## config.mk

```make
export PLATFORM = sky130hd
export DESIGN_NAME = clb_custom_logic_block
export DESIGN_NICKNAME = d
export VERILOG_FILES = /design/src/rtl/clb_pkg.sv /design/src/rtl/clb_custom_logic_block.sv
export SDC_FILE = /design/constraint.sdc
export NUM_CORES = 1
export LEC_CHECK = 0
export ABC_CLOCK_PERIOD_IN_PS = 11400
export BUFFER_PORTS_ARGS = -buffer_cell sky130_fd_sc_hd__buf_2
export CAP_MARGIN = 5
export CELL_PAD_IN_SITES_DETAIL_PLACEMENT = 0
export CELL_PAD_IN_SITES_GLOBAL_PLACEMENT = 1
export CORE_MARGIN = 3
export CORE_UTILIZATION = 50
export CTS_BUF_LIST = sky130_fd_sc_hd__clkbuf_16
export CTS_CLUSTER_DIAMETER = 30
export CTS_CLUSTER_SIZE = 12
export DETAILED_ROUTE_END_ITERATION = 7
export PLACE_DENSITY = 0.95
export SLEW_MARGIN = 20
export SYNTH_ARGS = -nofsm -noshare
export SYNTH_HDL_FRONTEND = slang
export SYNTH_SLANG_ARGS = --single-unit
```

## constraint.sdc

```tcl
create_clock -name i_clk -period 11.4 [get_ports i_clk]
set_input_delay 0.57 -clock i_clk [delete_from_list [all_inputs] [get_ports i_clk]]
set_output_delay 0.57 -clock i_clk [all_outputs]
set_load 0.1 [all_outputs]
```

## src/rtl/clb_pkg.sv

```systemverilog
// constants of the two-table configurable glue logic block
// assumes one system clock; all settings arrive on plain write strobes
//
// Contract
// pair mode selection only writable while the even table is disabled
// table control fields except enable only writable while that table is disabled
// protected fields take effect with an enabling write, not with a disabling one
// writing one switches whole block on, writing zero switches it off
// each table enabled or disabled by its own enable bit
// table output is the truth bit indexed by input two, one, zero
// a masked input presents a constant zero
// feedback selection on inputs zero and one carries the pair output
// link selection carries the direct output of table one into table zero
// event lines zero and one are selectable for any input
// software routes events before selecting them as inputs
// pin selection connects the input to its dedicated pin
// inputs zero, one select in second register; input two in third
// filtered output follows the table output after two to five table clocks
// filter state cleared one clock after the table is disabled
// edge detector pulses on each rising edge of its input
// software pairs the edge detector with a synchronizer or filter
// edge detector state cleared one clock after disable; zero bit turns it off
// pair element takes the post-filter outputs, function set by mode field
// pair element runs on the even table clock: system clock or input two; the latch modes update on every system clock
// disabling the even table clears the pair element within one clock
// gated d modes: even is d, odd is g; g high follows, low holds
// jk mode: hold, clear, set, toggle from even j and odd k
// set-reset latch: even sets, odd clears, both high must be avoided
// mode codes: 0 off, 1 d flop, 2 jk, 3 d latch, 4 set-reset
// filter codes: 0 none, 1 synchronizer, 2 filter, 3 reserved
// input two reads as masked while it clocks the table
// a disabled table drives constant zero
package clb_pkg;
   // first control register fields
   localparam int CTL_ENABLE_BIT = 0;
   localparam int CTL_OUTEN_BIT = 3;
   localparam int CTL_FILT_LSB = 4;
   localparam int CTL_CLOCK_SOURCE_BIT = 6;
   localparam int CTL_EDGE_BIT = 7;
   // second and third control register fields
   localparam int SEL0_LSB = 0;
   localparam int SEL1_LSB = 4;
   localparam int SEL2_LSB = 0;
   // reset values
   localparam logic [7:0] CTL_RESET = 8'h00;
   localparam logic [7:0] TRUTH_RESET = 8'h00;
   localparam logic [3:0] MODE_RESET = 4'h0;
   // pair mode codes
   localparam logic [3:0] MODE_OFF = 4'h0;
   localparam logic [3:0] GATED_D_FLOP_MODE = 4'h1;
   localparam logic [3:0] JK_FLOP_MODE = 4'h2;
   localparam logic [3:0] GATED_D_LATCH_MODE = 4'h3;
   localparam logic [3:0] SET_RESET_LATCH_MODE = 4'h4;
   // output filter codes
   localparam logic [1:0] FILT_NONE = 2'h0;
   localparam logic [1:0] FILT_SYNC = 2'h1;
   localparam logic [1:0] FILT_FILTER = 2'h2;
   // input source codes, unlisted codes read as masked
   localparam logic [3:0] SRC_MASKED = 4'h0;
   localparam logic [3:0] SRC_FEEDBACK = 4'h1;
   localparam logic [3:0] SRC_LINK = 4'h2;
   localparam logic [3:0] SRC_EVENT_ZERO = 4'h3;
   localparam logic [3:0] SRC_EVENT_ONE = 4'h4;
   localparam logic [3:0] SRC_PIN = 4'h5;
   localparam logic [3:0] SRC_PERIPH_A = 4'h6;
   localparam logic [3:0] SRC_PERIPH_B = 4'h7;
   // timing counts: filter delays in table clocks, clear delay in system clocks
   localparam int FILT_MIN_CYC = 2;
   localparam int FILT_MAX_CYC = 5;
   localparam int CLEAR_CYC = 1;
endpackage

```

## src/rtl/clb_custom_logic_block.sv

```systemverilog
// two three-input lookup tables sharing one sequential pair element
// assumes all inputs synchronous to i_clk; settings arrive as write strobes
`timescale 1ns/100ps
`default_nettype none

module clb_custom_logic_block (
   // clock and reset
   input wire logic i_clk,
   input wire logic i_reset,
   // block enable write
   input wire logic i_glob_wr,
   input wire logic i_glob_enable,
   // pair mode write
   input wire logic i_mode_wr,
   input wire logic [3:0] i_mode_wdata,
   // per-table register writes, one strobe bit per table
   input wire logic [1:0] i_first_wr,
   input wire logic [1:0] i_second_wr,
   input wire logic [1:0] i_third_wr,
   input wire logic [1:0] i_truth_wr,
   input wire logic [7:0] i_wdata,
   // signal sources
   input wire logic i_event_line_zero,
   input wire logic i_event_line_one,
   input wire logic [2:0] i_pin_in_t0,
   input wire logic [2:0] i_pin_in_t1,
   input wire logic [1:0] i_periph_a,
   input wire logic [1:0] i_periph_b,
   // status
   output logic o_block_enable,
   output logic [1:0] o_table_enable,
   output logic [3:0] o_seq_mode_select,
   // results
   output logic [1:0] o_table_out,
   output logic [1:0] o_pin_out,
   output logic [1:0] o_pin_oe,
   output logic o_pair_out
);

   // ==========================================================
   // source selection
   function automatic logic pick_source(input logic [3:0] sel, input logic fb,
         input logic lnk, input logic pin, input logic pa, input logic pb);
      logic v;
      v = 1'b0;
      unique case (sel)
         clb_pkg::SRC_FEEDBACK: v = fb;
         clb_pkg::SRC_LINK: v = lnk;
         clb_pkg::SRC_EVENT_ZERO: v = i_event_line_zero;
         clb_pkg::SRC_EVENT_ONE: v = i_event_line_one;
         clb_pkg::SRC_PIN: v = pin;
         clb_pkg::SRC_PERIPH_A: v = pa;
         clb_pkg::SRC_PERIPH_B: v = pb;
         default: v = 1'b0;
      endcase
      return v;
   endfunction

   // ==========================================================
   // state and per-table signals
   logic glob_ff;
   logic [3:0] mode_ff;
   logic pair_ff;
   logic nxt_pair;
   logic [7:0] ctl_ff [2];
   logic [7:0] sel_b_ff [2];
   logic [3:0] sel_c_ff [2];
   logic [7:0] truth_ff [2];
   logic [3:0] sh_ff [2];
   logic flt_ff [2];
   logic edge_prev_ff [2];
   logic in2_prev_ff [2];
   logic [1:0] active;
   logic [1:0] direct;
   logic [1:0] stage;
   logic [1:0] tclk_en;
   logic [1:0] filtered;
   logic [2:0] idx [2];
   logic [2:0] pins [2];

   assign pins[0] = i_pin_in_t0;
   assign pins[1] = i_pin_in_t1;

   // block enable follows each write of its bit
   always_ff @(posedge i_clk) begin
      if (i_reset) begin
         glob_ff <= 1'b0;
      end else if (i_glob_wr) begin
         glob_ff <= i_glob_enable;
      end
   end

   // pair mode, locked while the even table runs
   always_ff @(posedge i_clk) begin
      if (i_reset) begin
         mode_ff <= clb_pkg::MODE_RESET;
      end else if (i_mode_wr && !ctl_ff[0][clb_pkg::CTL_ENABLE_BIT]) begin
         mode_ff <= i_mode_wdata;
      end
   end

   // ==========================================================
   // lookup tables
   for (genvar t = 0; t < 2; t++) begin : g_tab
      logic en;
      logic csrc;
      logic edge_on;
      logic [1:0] fsel;
      logic lnk;
      logic in0;
      logic in1;
      logic in2_raw;
      logic in2;

      assign en = ctl_ff[t][clb_pkg::CTL_ENABLE_BIT];
      assign csrc = ctl_ff[t][clb_pkg::CTL_CLOCK_SOURCE_BIT];
      assign edge_on = ctl_ff[t][clb_pkg::CTL_EDGE_BIT];
      assign fsel = ctl_ff[t][clb_pkg::CTL_FILT_LSB +: 2];
      assign active[t] = glob_ff & en;

      // configuration registers, protected fields only while disabled
      always_ff @(posedge i_clk) begin
         if (i_reset) begin
            ctl_ff[t] <= clb_pkg::CTL_RESET;
            sel_b_ff[t] <= clb_pkg::CTL_RESET;
            sel_c_ff[t] <= clb_pkg::CTL_RESET[3:0];
            truth_ff[t] <= clb_pkg::TRUTH_RESET;
         end else begin
            if (i_first_wr[t]) begin
               ctl_ff[t][0] <= i_wdata[0];
               if (!en) begin
                  ctl_ff[t][7:1] <= {i_wdata[7:3], 2'h0};
               end
            end
            if (i_second_wr[t] && !en) begin
               sel_b_ff[t] <= i_wdata;
            end
            if (i_third_wr[t] && !en) begin
               sel_c_ff[t] <= i_wdata[3:0];
            end
            if (i_truth_wr[t]) begin
               truth_ff[t] <= i_wdata;
            end
         end
      end

      // input muxes; only table zero has a higher neighbour
      assign lnk = (t == 0) ? direct[1] : 1'b0;
      assign in0 = pick_source(sel_b_ff[t][clb_pkg::SEL0_LSB +: 4], pair_ff, lnk,
         pins[t][0], i_periph_a[t], i_periph_b[t]);
      assign in1 = pick_source(sel_b_ff[t][clb_pkg::SEL1_LSB +: 4], pair_ff, lnk,
         pins[t][1], i_periph_a[t], i_periph_b[t]);
      assign in2_raw = pick_source(sel_c_ff[t][clb_pkg::SEL2_LSB +: 4], 1'b0, lnk,
         pins[t][2], i_periph_a[t], i_periph_b[t]);
      assign in2 = in2_raw & ~csrc;
      assign idx[t] = {in2, in1, in0};
      assign direct[t] = active[t] & truth_ff[t][idx[t]];

      // table clock: every cycle, or one pulse per rising input two
      assign tclk_en[t] = csrc ? (in2_raw & ~in2_prev_ff[t]) : 1'b1;

      // filter and edge stage, cleared on the first clock while disabled
      always_ff @(posedge i_clk) begin
         if (i_reset || !active[t]) begin
            sh_ff[t] <= 4'h0;
            flt_ff[t] <= 1'b0;
            edge_prev_ff[t] <= 1'b0;
         end else if (tclk_en[t]) begin
            sh_ff[t] <= {sh_ff[t][2:0], direct[t]};
            if (sh_ff[t][3:1] == {3{sh_ff[t][1]}}) begin
               flt_ff[t] <= sh_ff[t][1];
            end
            edge_prev_ff[t] <= filtered[t];
         end
      end

      // edge history of input two runs always so the clock pulse is clean
      always_ff @(posedge i_clk) begin
         if (i_reset) begin
            in2_prev_ff[t] <= 1'b0;
         end else begin
            in2_prev_ff[t] <= in2_raw;
         end
      end

      // stage output: synchronizer two clocks, filter five
      assign filtered[t] = (fsel == clb_pkg::FILT_SYNC) ? sh_ff[t][1] :
         (fsel == clb_pkg::FILT_FILTER) ? flt_ff[t] : direct[t];
      assign stage[t] = active[t] &
         (edge_on ? (filtered[t] & ~edge_prev_ff[t]) : filtered[t]);
      assign o_pin_out[t] = stage[t];
      assign o_pin_oe[t] = active[t] & ctl_ff[t][clb_pkg::CTL_OUTEN_BIT];
      assign o_table_enable[t] = en;
   end

   // ==========================================================
   // pair element: even drives d/j/s, odd drives g/k/r
   always_comb begin
      nxt_pair = pair_ff;
      unique case (mode_ff)
         clb_pkg::GATED_D_FLOP_MODE: begin
            if (tclk_en[0] && stage[1]) begin
               nxt_pair = stage[0];
            end
         end
         clb_pkg::JK_FLOP_MODE: begin
            if (tclk_en[0]) begin
               unique case ({stage[0], stage[1]})
                  2'b01: nxt_pair = 1'b0;
                  2'b10: nxt_pair = 1'b1;
                  2'b11: nxt_pair = ~pair_ff;
                  2'b00: nxt_pair = pair_ff;
               endcase
            end
         end
         clb_pkg::GATED_D_LATCH_MODE: begin
            if (stage[1]) begin
               nxt_pair = stage[0];
            end
         end
         clb_pkg::SET_RESET_LATCH_MODE: begin
            if (stage[0] && !stage[1]) begin
               nxt_pair = 1'b1;
            end else if (stage[1] && !stage[0]) begin
               nxt_pair = 1'b0;
            end
         end
         default: nxt_pair = 1'b0;
      endcase
   end

   // latch modes follow at system clock rate, flop modes on the even table clock
   always_ff @(posedge i_clk) begin
      if (i_reset || !active[0]) begin
         pair_ff <= 1'b0;
      end else begin
         pair_ff <= nxt_pair;
      end
   end

   // outputs
   assign o_block_enable = glob_ff;
   assign o_seq_mode_select = mode_ff;
   assign o_table_out = stage;
   assign o_pair_out = pair_ff;
endmodule

`default_nettype wire

```

==> results of run 1 <==
==> metal layers <==
metal	vias up	share of wire	track usage	routed length, um
li1	1353	-	-	-
met1	1358	0.42	0.289	3830
met2	115	0.48	0.370	4360
met3	20	0.076	0.0531	687
met4	0	0.021	0.0904	189
met5	-	0	0	0
==> power groups by stage <==
stage / registers (mW) / logic (mW) / clock network (mW)
global route: 0.316 / 0.0901 / 0.337
finish: 0.314 / 0.0831 / 0.320
global placement: 0.319 / 0.0797 / 0
detailed placement: 0.319 / 0.0820 / 0
floorplan: 0.323 / 0.0520 / 0
CTS: 0.314 / 0.0825 / 0.325
==> placed cells by master, fill, tap and decap left out, types with 3 or more instances in the layout <==
master / netlist / layout
a211oi_1: 4 / 4
nand2b_1: 4 / 4
nor2_1: 25 / 25
nand3_1: 5 / 5
a21o_1: 9 / 9
mux2i_1: 11 / 11
edfxtp_1: 64 / 64
or2_2: 5 / 5
nor3_1: 5 / 5
nor2b_1: 4 / 4
clkbuf_16: 0 / 9
nand2_1: 17 / 17
inv_1: 10 / 10
buf_2: 0 / 50
and3b_1: 3 / 3
a21oi_1: 13 / 13
dfxtp_1: 8 / 8
and2_1: 22 / 22
ha_1: 3 / 3
nor3b_1: 3 / 3
and3_1: 45 / 45
bufinv_16: 0 / 3
o21ai_0: 8 / 8
mux4_2: 6 / 6
==> path summary, 6_finish.rpt <==
| kind | end | from | slack (ps) |
|---|---|---|---|
| max | o_table_out[0] | o_pair_out$_SDFFE_PP0P_ | 6880 |
| max reg2reg | o_pair_out$_SDFFE_PP0P_ | o_pair_out$_SDFFE_PP0P_ | 7050 |
| min | o_seq_mode_select[2]$_SDFFE_PP0P_ | i_mode_wdata[2] | 470 |
| min reg2reg | sh_ff[1][1]$_SDFFCE_PN0P_ | sh_ff[1][0]$_SDFFCE_PN0P_ | 530 |
==> through the flow <==
step,cell area [sq um],utilization,instances,setup slack [ps]
CTS,4480,0.611,484,6870
floorplan,3810,-,330,5910
finish,4480,0.612,484,6880
global route,4480,0.612,484,6680
detailed placement,4130,0.564,468,6880
global placement,4130,0.564,468,7090
==> flip-flops by register name, summed over array words and instances (netlist names) <==
name,flops
ctl_ff,12
edge_prev_ff,2
flt_ff,2
in2_prev_ff,2
o_block_enable,1
o_pair_out,1
o_seq_mode_select,4
sel_b_ff,16
sel_c_ff,8
sh_ff,8
truth_ff,16
==> worst max-delay path, cell delays in order (launching register included) <==
cell	delay (ps)
dfxtp_1	570
mux4_2	320
nor2b_2	50
nor3_4	290
mux2i_1	140
a22oi_1	380
nand3_1	220
o221ai_1	240
o22ai_1	160
a211oi_1	290
o22ai_2	140
nor2_1	310
buf_2	500
==> layout make-up <==
type,count,area (sq um)
Fill cell,593,2850
Sequential cell,72,2080
Multi-Input combinational cell,237,1650
Timing Repair Buffer,50,250
Clock buffer,9,225
Tap cell,99,124
Clock inverter,7,119
Inverter,10,37.5
==> cell families (layout without fill, tap and decap cells) <==
group / Yosys count / in the layout / share of synthesized area
compound gates: 61 / 61 / 0.116
xor+xnor: 2 / 2 / 0.00459
fa+ha+maj: 3 / 3 / 0.00984
buf+inv: 21 / 76 / 0.0246
flops: 72 / 72 / 0.546
mux: 19 / 19 / 0.0702
simple gates: 152 / 152 / 0.229
==> results.md, run 1 <==
- Run status: finished, final reports clean
- Remaining DRCs: 0
- Dominant synthesized flop cell: edfxtp_1
- Post-cts resize count: 0
- Seq pwr share: 0.438
- Final TNS setup: 0 ps
- Switching power: 0.172 mW
- Global-route wire length before repair: 14700 um
- Synth Net Count: 370
- Area leader, netlist: edfxtp_1
- Post-DP HPWL: 6510 um
- Endpoints failing hold: 0
- Routed WL: 9070 um
- Syn avg cell area: 11.6 sq um
- CP Data Arrival Time: 3950 ps
- Die area: around 0.0087 sq mm
- Most frequent cell after synthesis: edfxtp_1
- I/O pin count: 51
- Combinational share of power: 0.116
- Setup CP Type: register to output pin
- Hold buffer count at CTS: 0
- Total setup buffers inserted after CTS: 0
- Max-slew violation count: 0
- RSZ-0062 raised after global routing: no
- Post-synth EDFFs: 64
- Vias per cell: 5.88
- Leakage power: 1.95 nW
- F_max: 0.221 GHz
- Initial antenna violation count: 0
- Clock Pin Slew Worst Setup and Hold Paths: 60 ps
- Synth Cell Area: roughly 0.0038 sq mm
- Slew headroom: 0.433
- Final period util: 0.396
- Sequential fraction of the synthesis area: 0.546
- 1st-pass router iterations: 4
- Chip width: 93.4 um
- Critical Path RT: between 10000 and 15000 ps
- # port buffers: 50
- Vias in the first global route: 2852
- Synth-to-Final Area Change: 17.5%
- CTS Buf Count: 9
- GPL Wtd Cong: 0.904
- Largest net degree at the start of global routing: 27
- Minimum clock period: 4520 ps
- Crit Path Max Fanout: 8
- Gr usage total: 0.226
- Startpoint types: register
- Internal power: 0.546 mW
- Final nets: 420
- CTS max path bufs: 2
- HP Class: primary input to register
- Pwr per Cell Area: roughly 160 mW/mm^2
- Layout cells sized above 1: 0.234
- Clk pwr share: 0.446
- Total power: 0.718 mW
- Peak supply drop: 0.0000954 V
- Post-synth top area share: 0.504
- DRT iter0 DRCs: 189
- Rows: 31
- Final ANT Viol Nets: 0
- Max-cap violations: 0
- Skew-Pair Late Insertion Delay: about 330 ps
- Ys async rst share: 0
- Fin Clk Skew: between 5 and 6 ps
- Grt ovf: 0
- Sw Ratio: 0.239
- CTS Sinks: 72
- Die H: 93.4 um
- # diodes: 0
- Most frequent cells after synthesis: edfxtp_1 (64), and3_1 (45), nor2_1 (25), and2_1 (22), nand2_1 (17)
- Worst slew pin tran: 847 ps
- Vias: 2846
- #FFs+latches synth: 72
- Hold Crit Depth: 3
- Root buf cell: clkbuf_16
- Worst R2R Path Depth: 18
- Worst hold margin: between 400 and 500 ps
- Main area contributors after synthesis: edfxtp_1 (50%), and3_1 (7.4%), dfxtp_1 (4.2%)
- Starting Density: 0.520
- Cell count after synthesis: 330
- Final setup viols: 0
- CTS tree: yes
- Avg WL per Cell: 18.7 um
- Core Box Area: ~0.0073 sq mm
- Setup crit end kind: output pin
- # H-tree levels: 3
- Netlist cell types: 57
- Yosys warns: 0
No activity file was read; power rests on OpenSTA's default activity.
==> run 2, diff against run 1 <==
--- a/config.mk
+++ b/config.mk
@@ -5,18 +5,18 @@
 export SDC_FILE = /design/constraint.sdc
 export NUM_CORES = 1
 export LEC_CHECK = 0
-export ABC_CLOCK_PERIOD_IN_PS = 11400
+export ABC_CLOCK_PERIOD_IN_PS = 4700
 export BUFFER_PORTS_ARGS = -buffer_cell sky130_fd_sc_hd__buf_2
 export CAP_MARGIN = 5
 export CELL_PAD_IN_SITES_DETAIL_PLACEMENT = 0
 export CELL_PAD_IN_SITES_GLOBAL_PLACEMENT = 1
 export CORE_MARGIN = 3
-export CORE_UTILIZATION = 50
+export CORE_UTILIZATION = 46
 export CTS_BUF_LIST = sky130_fd_sc_hd__clkbuf_16
 export CTS_CLUSTER_DIAMETER = 30
 export CTS_CLUSTER_SIZE = 12
 export DETAILED_ROUTE_END_ITERATION = 7
-export PLACE_DENSITY = 0.95
+export PLACE_DENSITY = 0.91
 export SLEW_MARGIN = 20
 export SYNTH_ARGS = -nofsm -noshare
 export SYNTH_HDL_FRONTEND = slang
==> constraint.sdc (replaced) <==
create_clock -name i_clk -period 4.7 [get_ports i_clk]
set_input_delay 0.235 -clock i_clk [delete_from_list [all_inputs] [get_ports i_clk]]
set_output_delay 0.235 -clock i_clk [all_outputs]
set_load 0.1 [all_outputs]
==> run 2 against run 1 <==
Compared with the run above: combinational power rose by 140%; hold slack lost 330 ps; final area shrank 1.0%; first-iteration DRC count rose by 19%; sequential cell count unchanged; largest power group is now registers.
==> results.md, run 2 (synthesized netlist as in run 1, its figures left out) <==
- Fin Clk Skew: 4.05 ps (-1.53 ps)
- Chip width: 97.1 um (+4.0%)
- Avg WL per Cell: 18.2 um (-2.9%)
- Worst slew pin tran: 797 ps (-49.8 ps)
- Fillers: 685 (+16%)
- Pwr per Cell Area: 363 mW/mm^2 (+130%)
- Biggest regs: sel_b_ff: 16 flops, truth_ff: 16 flops, ctl_ff: 12 flops
- Slew headroom: 0.467 (+0.0333)
- Clock Pin Slew Worst Setup and Hold Paths: 60 ps (about the same)
- Max-cap violations: 0 (unchanged)
- Startpoint types: register
- CTS Sinks: 72 (unchanged)
- CTS Buf Count: 9 (unchanged)
- Peak supply drop: 0.000211 V (+120%)
- Leakage power: 1.93 nW (-1.3%)
- Post-DP HPWL: 6450 um (-0.94%)
- Gr usage total: 0.196 (-0.0297)
- Final nets: 421 (+0.24%)
- Placed insts: 472 (+0.85%)
- Crit path largest cell delay: 490 ps (-80 ps)
- Crit Path Max Fanout: 5 (-3)
- Endpoints failing hold: 0 (unchanged)
- CP Data Arrival Time: 4640 ps (+690 ps)
- Most frequent cells in the layout: edfxtp_1 (64), buf_2 (50), and3_1 (45), nor2_1 (24), and2_1 (22)
- Skew-Pair Late Insertion Delay: 330 ps (about the same)
- Core Box Area: 0.00789 sq mm (+7.6%)
- Fin cells: 486 (+0.41%)
- Vias in the first global route: 2776 (-2.7%)
- Layout cells sized above 1: 0.232 (-0.00200)
- Final ANT Viol Nets: 0 (unchanged)
- Slowest CP cell: mux4_2
- CTS tree: yes
- HP Class: primary input to register
- Starting Density: 0.484 (-0.0367)
- Worst-path cell chain: mux4_2 -> and3b_1 -> nor2_2 -> nor3_1 -> a22o_2 -> o31ai_1 -> o221ai_1 -> o22ai_1 -> a211oi_1 -> o22ai_2 -> or2_1 -> ha_1 -> o22a_1 -> o21ai_0 -> o211a_1 -> mux2i_1 -> nand2_1 -> o21ai_1
- DRT iter0 DRCs: 224 (+19%)
- Vias per cell: 5.76 (-2.0%)
- Final setup viols: 0 (unchanged)
- RSZ-0062 raised after global routing: no
- # port buffers: 50 (unchanged)
- Routed WL: 8840 um (-2.5%)
- Run status: finished, final reports clean
- CTS max path bufs: 2 (unchanged)
- Commonest non-fill, non-tap cell in the layout: edfxtp_1
- # H-tree levels: 3 (unchanged)
- Global-route wire length before repair: 14300 um (-2.7%)
- Grt ovf: 0 (unchanged)
- Post-layout util: 0.563 (-0.0490)
- Minimum clock period: 4370 ps
- FF/Latch Area: 0.00208 sq mm (unchanged)
- GPL Wtd Cong: 0.869 (-3.9%)
- I/O pin count: 51 (unchanged)
- Final WS setup: 326 ps (-6560 ps)
- Initial antenna violation count: 0 (unchanged)
- Largest net degree at the start of global routing: 27 (unchanged)
- Vias: 2801 (-1.6%)
- 1st-pass router iterations: 4 (unchanged)
- Critical Path RT: 4970 ps (-5860 ps)
- Setup crit end kind: register
- Setup CP Type: register to register
- Pre-CTS setup slack: 432 ps (-6450 ps)
- Remaining DRCs: 0 (unchanged)
- # diodes: 0 (unchanged)
- Rows: 32 (+3.2%)
- Die area: 0.00942 sq mm (+8.1%)
- Die H: 97.1 um (+4.0%)
- Max-slew violation count: 0 (unchanged)
- Area of the multi-input gates: 0.00166 sq mm (+0.68%)
- Synth-to-Final Area Change: 16.3%
- Final period util: 0.931
- Final TNS setup: 0 ps (unchanged)
- Hold buffer count at CTS: 0 (unchanged)
- Root buf cell: clkbuf_16
- F_max: 0.229 GHz
==> run 2: metrics by stage <==
step / hold slack [ps] / power (mW) / cell area, sq um
6_report: 140 / 1.61 / 4440
5_1_grt: 144 / 1.68 / 4440
4_1_cts: 131 / 1.62 / 4430
3_3_place_gp: 473 / 0.969 / 4150
2_1_floorplan: 374 / 0.911 / 3820
3_5_place_dp: 476 / 0.974 / 4150
==> run 2: layout make-up <==
class,count,area share
inverters,10,0.00846
flip-flops and latches,72,0.469
clock inverters,5,0.0113
repair buffers,51,0.0581
well taps,102,0.0288
clock buffers,9,0.0508
multi-input cells,237,0.373
==> run 2: timing repair <==
action,CTS,global route
resized for setup,0,2
endpoints found under the hold margin,0,0
setup endpoints to repair,0,1
setup buffers,0,0
==> run 2: critical path, delay by kind of cell, from the launching register on <==
kind	cells	cell delay, ps
AOI/OAI and AO/OA	10	2280
muxes	2	740
and+or+nand+nor	5	700
DFF	1	360
adders and majority gates	1	220
==> run 2: final timing paths <==
kind	to	slack, ps	cells after the start	from
worst max-delay path	o_pair_out$_SDFFE_PP0P_	330	18	sel_c_ff[1][0]$_SDFFCE_PN0P_
worst min-delay path	o_seq_mode_select[3]$_SDFFE_PP0P_	140	3	i_mode_wdata[3]
worst max register to register	o_pair_out$_SDFFE_PP0P_	330	18	sel_c_ff[1][0]$_SDFFCE_PN0P_
worst min register to register	sh_ff[1][1]$_SDFFCE_PN0P_	540	1	sh_ff[1][0]$_SDFFCE_PN0P_
==> run 2: per-layer routing <==
metal	vias to the layer above	wire (um)	GRT usage
li1	1354	-	-
met1	1326	3820	0.268
met2	110	4190	0.305
met3	11	688	0.0445
met4	0	134	0.0767
met5	-	0	0
==> run 2: power breakdown <==
part	total, mW	switching [mW]	internal [mW]
registers	0.762	0.0259	0.736
logic	0.202	0.130	0.0717
clock network	0.646	0.247	0.400
total	1.61	0.403	1.21
==> run 3, diff against run 2 <==
--- a/config.mk
+++ b/config.mk
@@ -8,15 +8,15 @@
 export ABC_CLOCK_PERIOD_IN_PS = 4700
 export BUFFER_PORTS_ARGS = -buffer_cell sky130_fd_sc_hd__buf_2
 export CAP_MARGIN = 5
-export CELL_PAD_IN_SITES_DETAIL_PLACEMENT = 0
-export CELL_PAD_IN_SITES_GLOBAL_PLACEMENT = 1
+export CELL_PAD_IN_SITES_DETAIL_PLACEMENT = 1
+export CELL_PAD_IN_SITES_GLOBAL_PLACEMENT = 2
 export CORE_MARGIN = 3
-export CORE_UTILIZATION = 46
+export CORE_UTILIZATION = 38
 export CTS_BUF_LIST = sky130_fd_sc_hd__clkbuf_16
 export CTS_CLUSTER_DIAMETER = 30
 export CTS_CLUSTER_SIZE = 12
 export DETAILED_ROUTE_END_ITERATION = 7
-export PLACE_DENSITY = 0.91
+export PLACE_DENSITY = 0.9
 export SLEW_MARGIN = 20
 export SYNTH_ARGS = -nofsm -noshare
 export SYNTH_HDL_FRONTEND = slang
==> run 3 against run 2 <==
Compared with the run above: final area rose by 1.2%; final cell count increased by 6.4%; global-route usage is 0.86 points lower; clock skew up 5.8 ps; total power is 0.42% lower; combinational power grew 4%; sequential share of layout area fell by 0.56 points; non-clock buffer count rose by 2; via count rose by 3.1%; register-to-register slack better by 100 ps; clock power down 2%; die area rose by 20%; critical endpoint unchanged; largest cell class unchanged; highest routed layer unchanged.
==> results.md, run 3 (synthesized netlist as in run 1, its figures left out) <==
- Synth-to-Final Area Change: 17.7%
- Final setup viols: 0 (unchanged)
- Root buf cell: clkbuf_16
- # port buffers: 50 (unchanged)
- Largest net degree at the start of global routing: 27 (unchanged)
- Max-slew violation count: 0 (unchanged)
- Startpoint types: register
- Gr usage total: 0.188 (-0.00859)
- GPL Wtd Cong: 0.809 (-6.9%)
- Most frequent cells in the layout: edfxtp_1 (64), buf_2 (50), and3_1 (45), nor2_1 (24), and2_1 (22)
- Endpoints failing hold: 0 (unchanged)
- CTS tree: yes
- Crit Path Max Fanout: 5 (unchanged)
- 1st-pass router iterations: 4 (unchanged)
- Run status: finished, final reports clean
- # diodes: 0 (unchanged)
- DP Area: 0.00420 sq mm (+1.2%)
- Max-cap violations: 0 (unchanged)
- CTS max path bufs: 2 (unchanged)
- Minimum clock period: 4270 ps (-105 ps)
- Worst R2R Setup Slack: 430 ps (+100 ps)
- Crit path largest cell delay: 520 ps (+30 ps)
- # H-tree levels: 3 (unchanged)
- Worst slew pin tran: 896 ps (+99.1 ps)
- CP Data Arrival Time: 4530 ps (-110 ps)
- FF/Latch Area: 0.00208 sq mm (unchanged)
- Worst R2R Path Depth: 18 (unchanged)
- Die H: 106 um (+9.4%)
- I/O pin count: 51 (unchanged)
- Vias in the first global route: 3013 (+8.5%)
- Final WS setup: 431 ps (+105 ps)
- Area of the multi-input gates: 0.00166 sq mm (about the same)
- Core Box Area: 0.00950 sq mm (+20%)
- Rows: 35 (+9.4%)
- RSZ-0062 raised after global routing: no
- Setup crit end kind: register
- Final period util: 0.908 (-0.0223)
- Setup CP Type: register to register
- Clock Pin Slew Worst Setup and Hold Paths: 60 ps (about the same)
- Slew headroom: 0.400 (-0.0663)
- Remaining DRCs: 0 (unchanged)
- Worst Setup SP: sel_b_ff[1][1]$_SDFFCE_PN0P_
- Critical Path RT: 4960 ps (about the same)
- CP endpoint: o_pair_out$_SDFFE_PP0P_
- R2r startpoint: sel_b_ff[1][1]$_SDFFCE_PN0P_
- Routed WL: 10200 um (+15%)
- Starting Density: 0.401 (-0.0822)
- Layout cells sized above 1: 0.245 (+0.0131)
- Worst-path cell chain: mux4_2 -> nor2b_2 -> nor3_4 -> mux2i_1 -> a22oi_1 -> nand3_1 -> o21ai_1 -> o31ai_2 -> a211oi_1 -> o22ai_2 -> or2_1 -> ha_1 -> o22a_1 -> o21ai_0 -> o211a_1 -> mux2i_1 -> nand2_1 -> o21ai_1
- Final TNS setup: 0 ps (unchanged)
- Pwr per Cell Area: 357 mW/mm^2 (-1.6%)
- Initial antenna violation count: 0 (unchanged)
- Chip width: 106 um (+9.4%)
- Critical R2R Capture: o_pair_out$_SDFFE_PP0P_
- CTS Sinks: 72 (unchanged)
- Biggest regs: sel_b_ff: 16 flops, truth_ff: 16 flops, ctl_ff: 12 flops
- Vias per cell: 5.58 (-3.1%)
- Grt ovf: 0 (unchanged)
- Final ANT Viol Nets: 0 (unchanged)
- Fillers: 1046 (+53%)
- HP Class: primary input to register
- Peak supply drop: 0.000151 V (-29%)
- DRT iter0 DRCs: 137 (-39%)
- Final instance area: 0.00449 sq mm (+1.2%)
- Avg WL per Cell: 19.7 um (+8.2%)
- Skew-Pair Late Insertion Delay: 330 ps (about the same)
- Commonest non-fill, non-tap cell in the layout: edfxtp_1
- Final nets: 423 (+0.48%)
- Pre-CTS setup slack: 486 ps (+54.0 ps)
- Fin Clk Skew: 9.86 ps (+5.81 ps)
- Die area: 0.0113 sq mm (+20%)
- Post-DP HPWL: 7430 um (+15%)
- F_max: 0.234 GHz (+2.5%)
- CTS Buf Count: 9 (unchanged)
- Vias: 2887 (+3.1%)
- Slowest CP cell: mux4_2
- Leakage power: 1.93 nW (+0.36%)
- Global-route wire length before repair: 16300 um (+14%)
==> run 3: cell types whose count changed in the layout (fill, tap and decap cells not counted) <==
| cell | previous run | this run |
|---|---|---|
| buf_4 | 1 | 3 |
| clkinv_1 | 2 | 0 |
| clkinvlp_4 | 1 | 3 |
| inv_6 | 0 | 2 |
| a22oi_1 | 0 | 1 |
| a22oi_2 | 2 | 1 |
| a31oi_1 | 2 | 1 |
| a31oi_2 | 0 | 1 |
| bufinv_16 | 1 | 0 |
| clkinv_4 | 0 | 1 |
==> run 3: worst max-delay path, delay by kind of cell, from the launching register on <==
kind | cells | cell delay, ps
flops | 1 | 380
fa+ha+maj | 1 | 290
compound gates | 9 | 1830
simple gates | 5 | 780
mux | 3 | 900
==> run 3: metal layers <==
| metal | routed length, um | share of wire | global-route usage |
|---|---|---|---|
| met5 | 0 | 0 | 0 |
| met4 | 166 | 0.016 | 0.0463 |
| met3 | 414 | 0.041 | 0.0376 |
| met2 | 5050 | 0.50 | 0.325 |
| met1 | 4550 | 0.45 | 0.240 |
==> run 3: worst min-delay path by stage <==
stage               startpoint                                end  slack, ps  depth (start not counted)
5_1_grt        i_mode_wdata[3]  o_seq_mode_select[3]$_SDFFE_PP0P_        150                          3
4_1_cts        i_mode_wdata[3]  o_seq_mode_select[3]$_SDFFE_PP0P_        130                          3
6_report       i_mode_wdata[3]  o_seq_mode_select[3]$_SDFFE_PP0P_        140                          3
2_1_floorplan  i_mode_wdata[3]  o_seq_mode_select[3]$_SDFFE_PP0P_        370                          2
3_5_place_dp   i_mode_wdata[3]  o_seq_mode_select[3]$_SDFFE_PP0P_        470                          3
3_3_place_gp   i_mode_wdata[3]  o_seq_mode_select[3]$_SDFFE_PP0P_        470                          3
==> run 3: power breakdown <==
part	leakage, nW	switching, mW	internal (mW)
clock	0.128	0.271	0.360
sequential	0.784	0.0255	0.736
combinational	1.02	0.138	0.0723
total	1.93	0.435	1.17
==> run 3: cell type report <==
cell class              count  share of cell area
inverters                  10             0.00836
well taps                 129              0.0359
multi-input cells         237               0.369
repair buffers             53              0.0607
clock buffers               9              0.0502
clock inverters             7              0.0120
flip-flops and latches     72               0.464
==> run 3: repair_timing <==
action | in CTS | in global routing
setup endpoints to repair | 0 | 1
hold buffers | 0 | 0
resized for setup | 0 | 2
setup buffers | 0 | 0
==> run 3: per-stage QoR <==
| stage | hold slack [ps] | power [mW] | instances | utilization |
|---|---|---|---|---|
| floorplan | 374 | 0.911 | 330 | - |
| global placement | 467 | 0.974 | 501 | 0.442 |
| detailed placement | 468 | 0.982 | 501 | 0.442 |
| CTS | 134 | 1.62 | 517 | 0.471 |
| global route | 150 | 1.67 | 517 | 0.473 |
| finish | 138 | 1.60 | 517 | 0.473 |
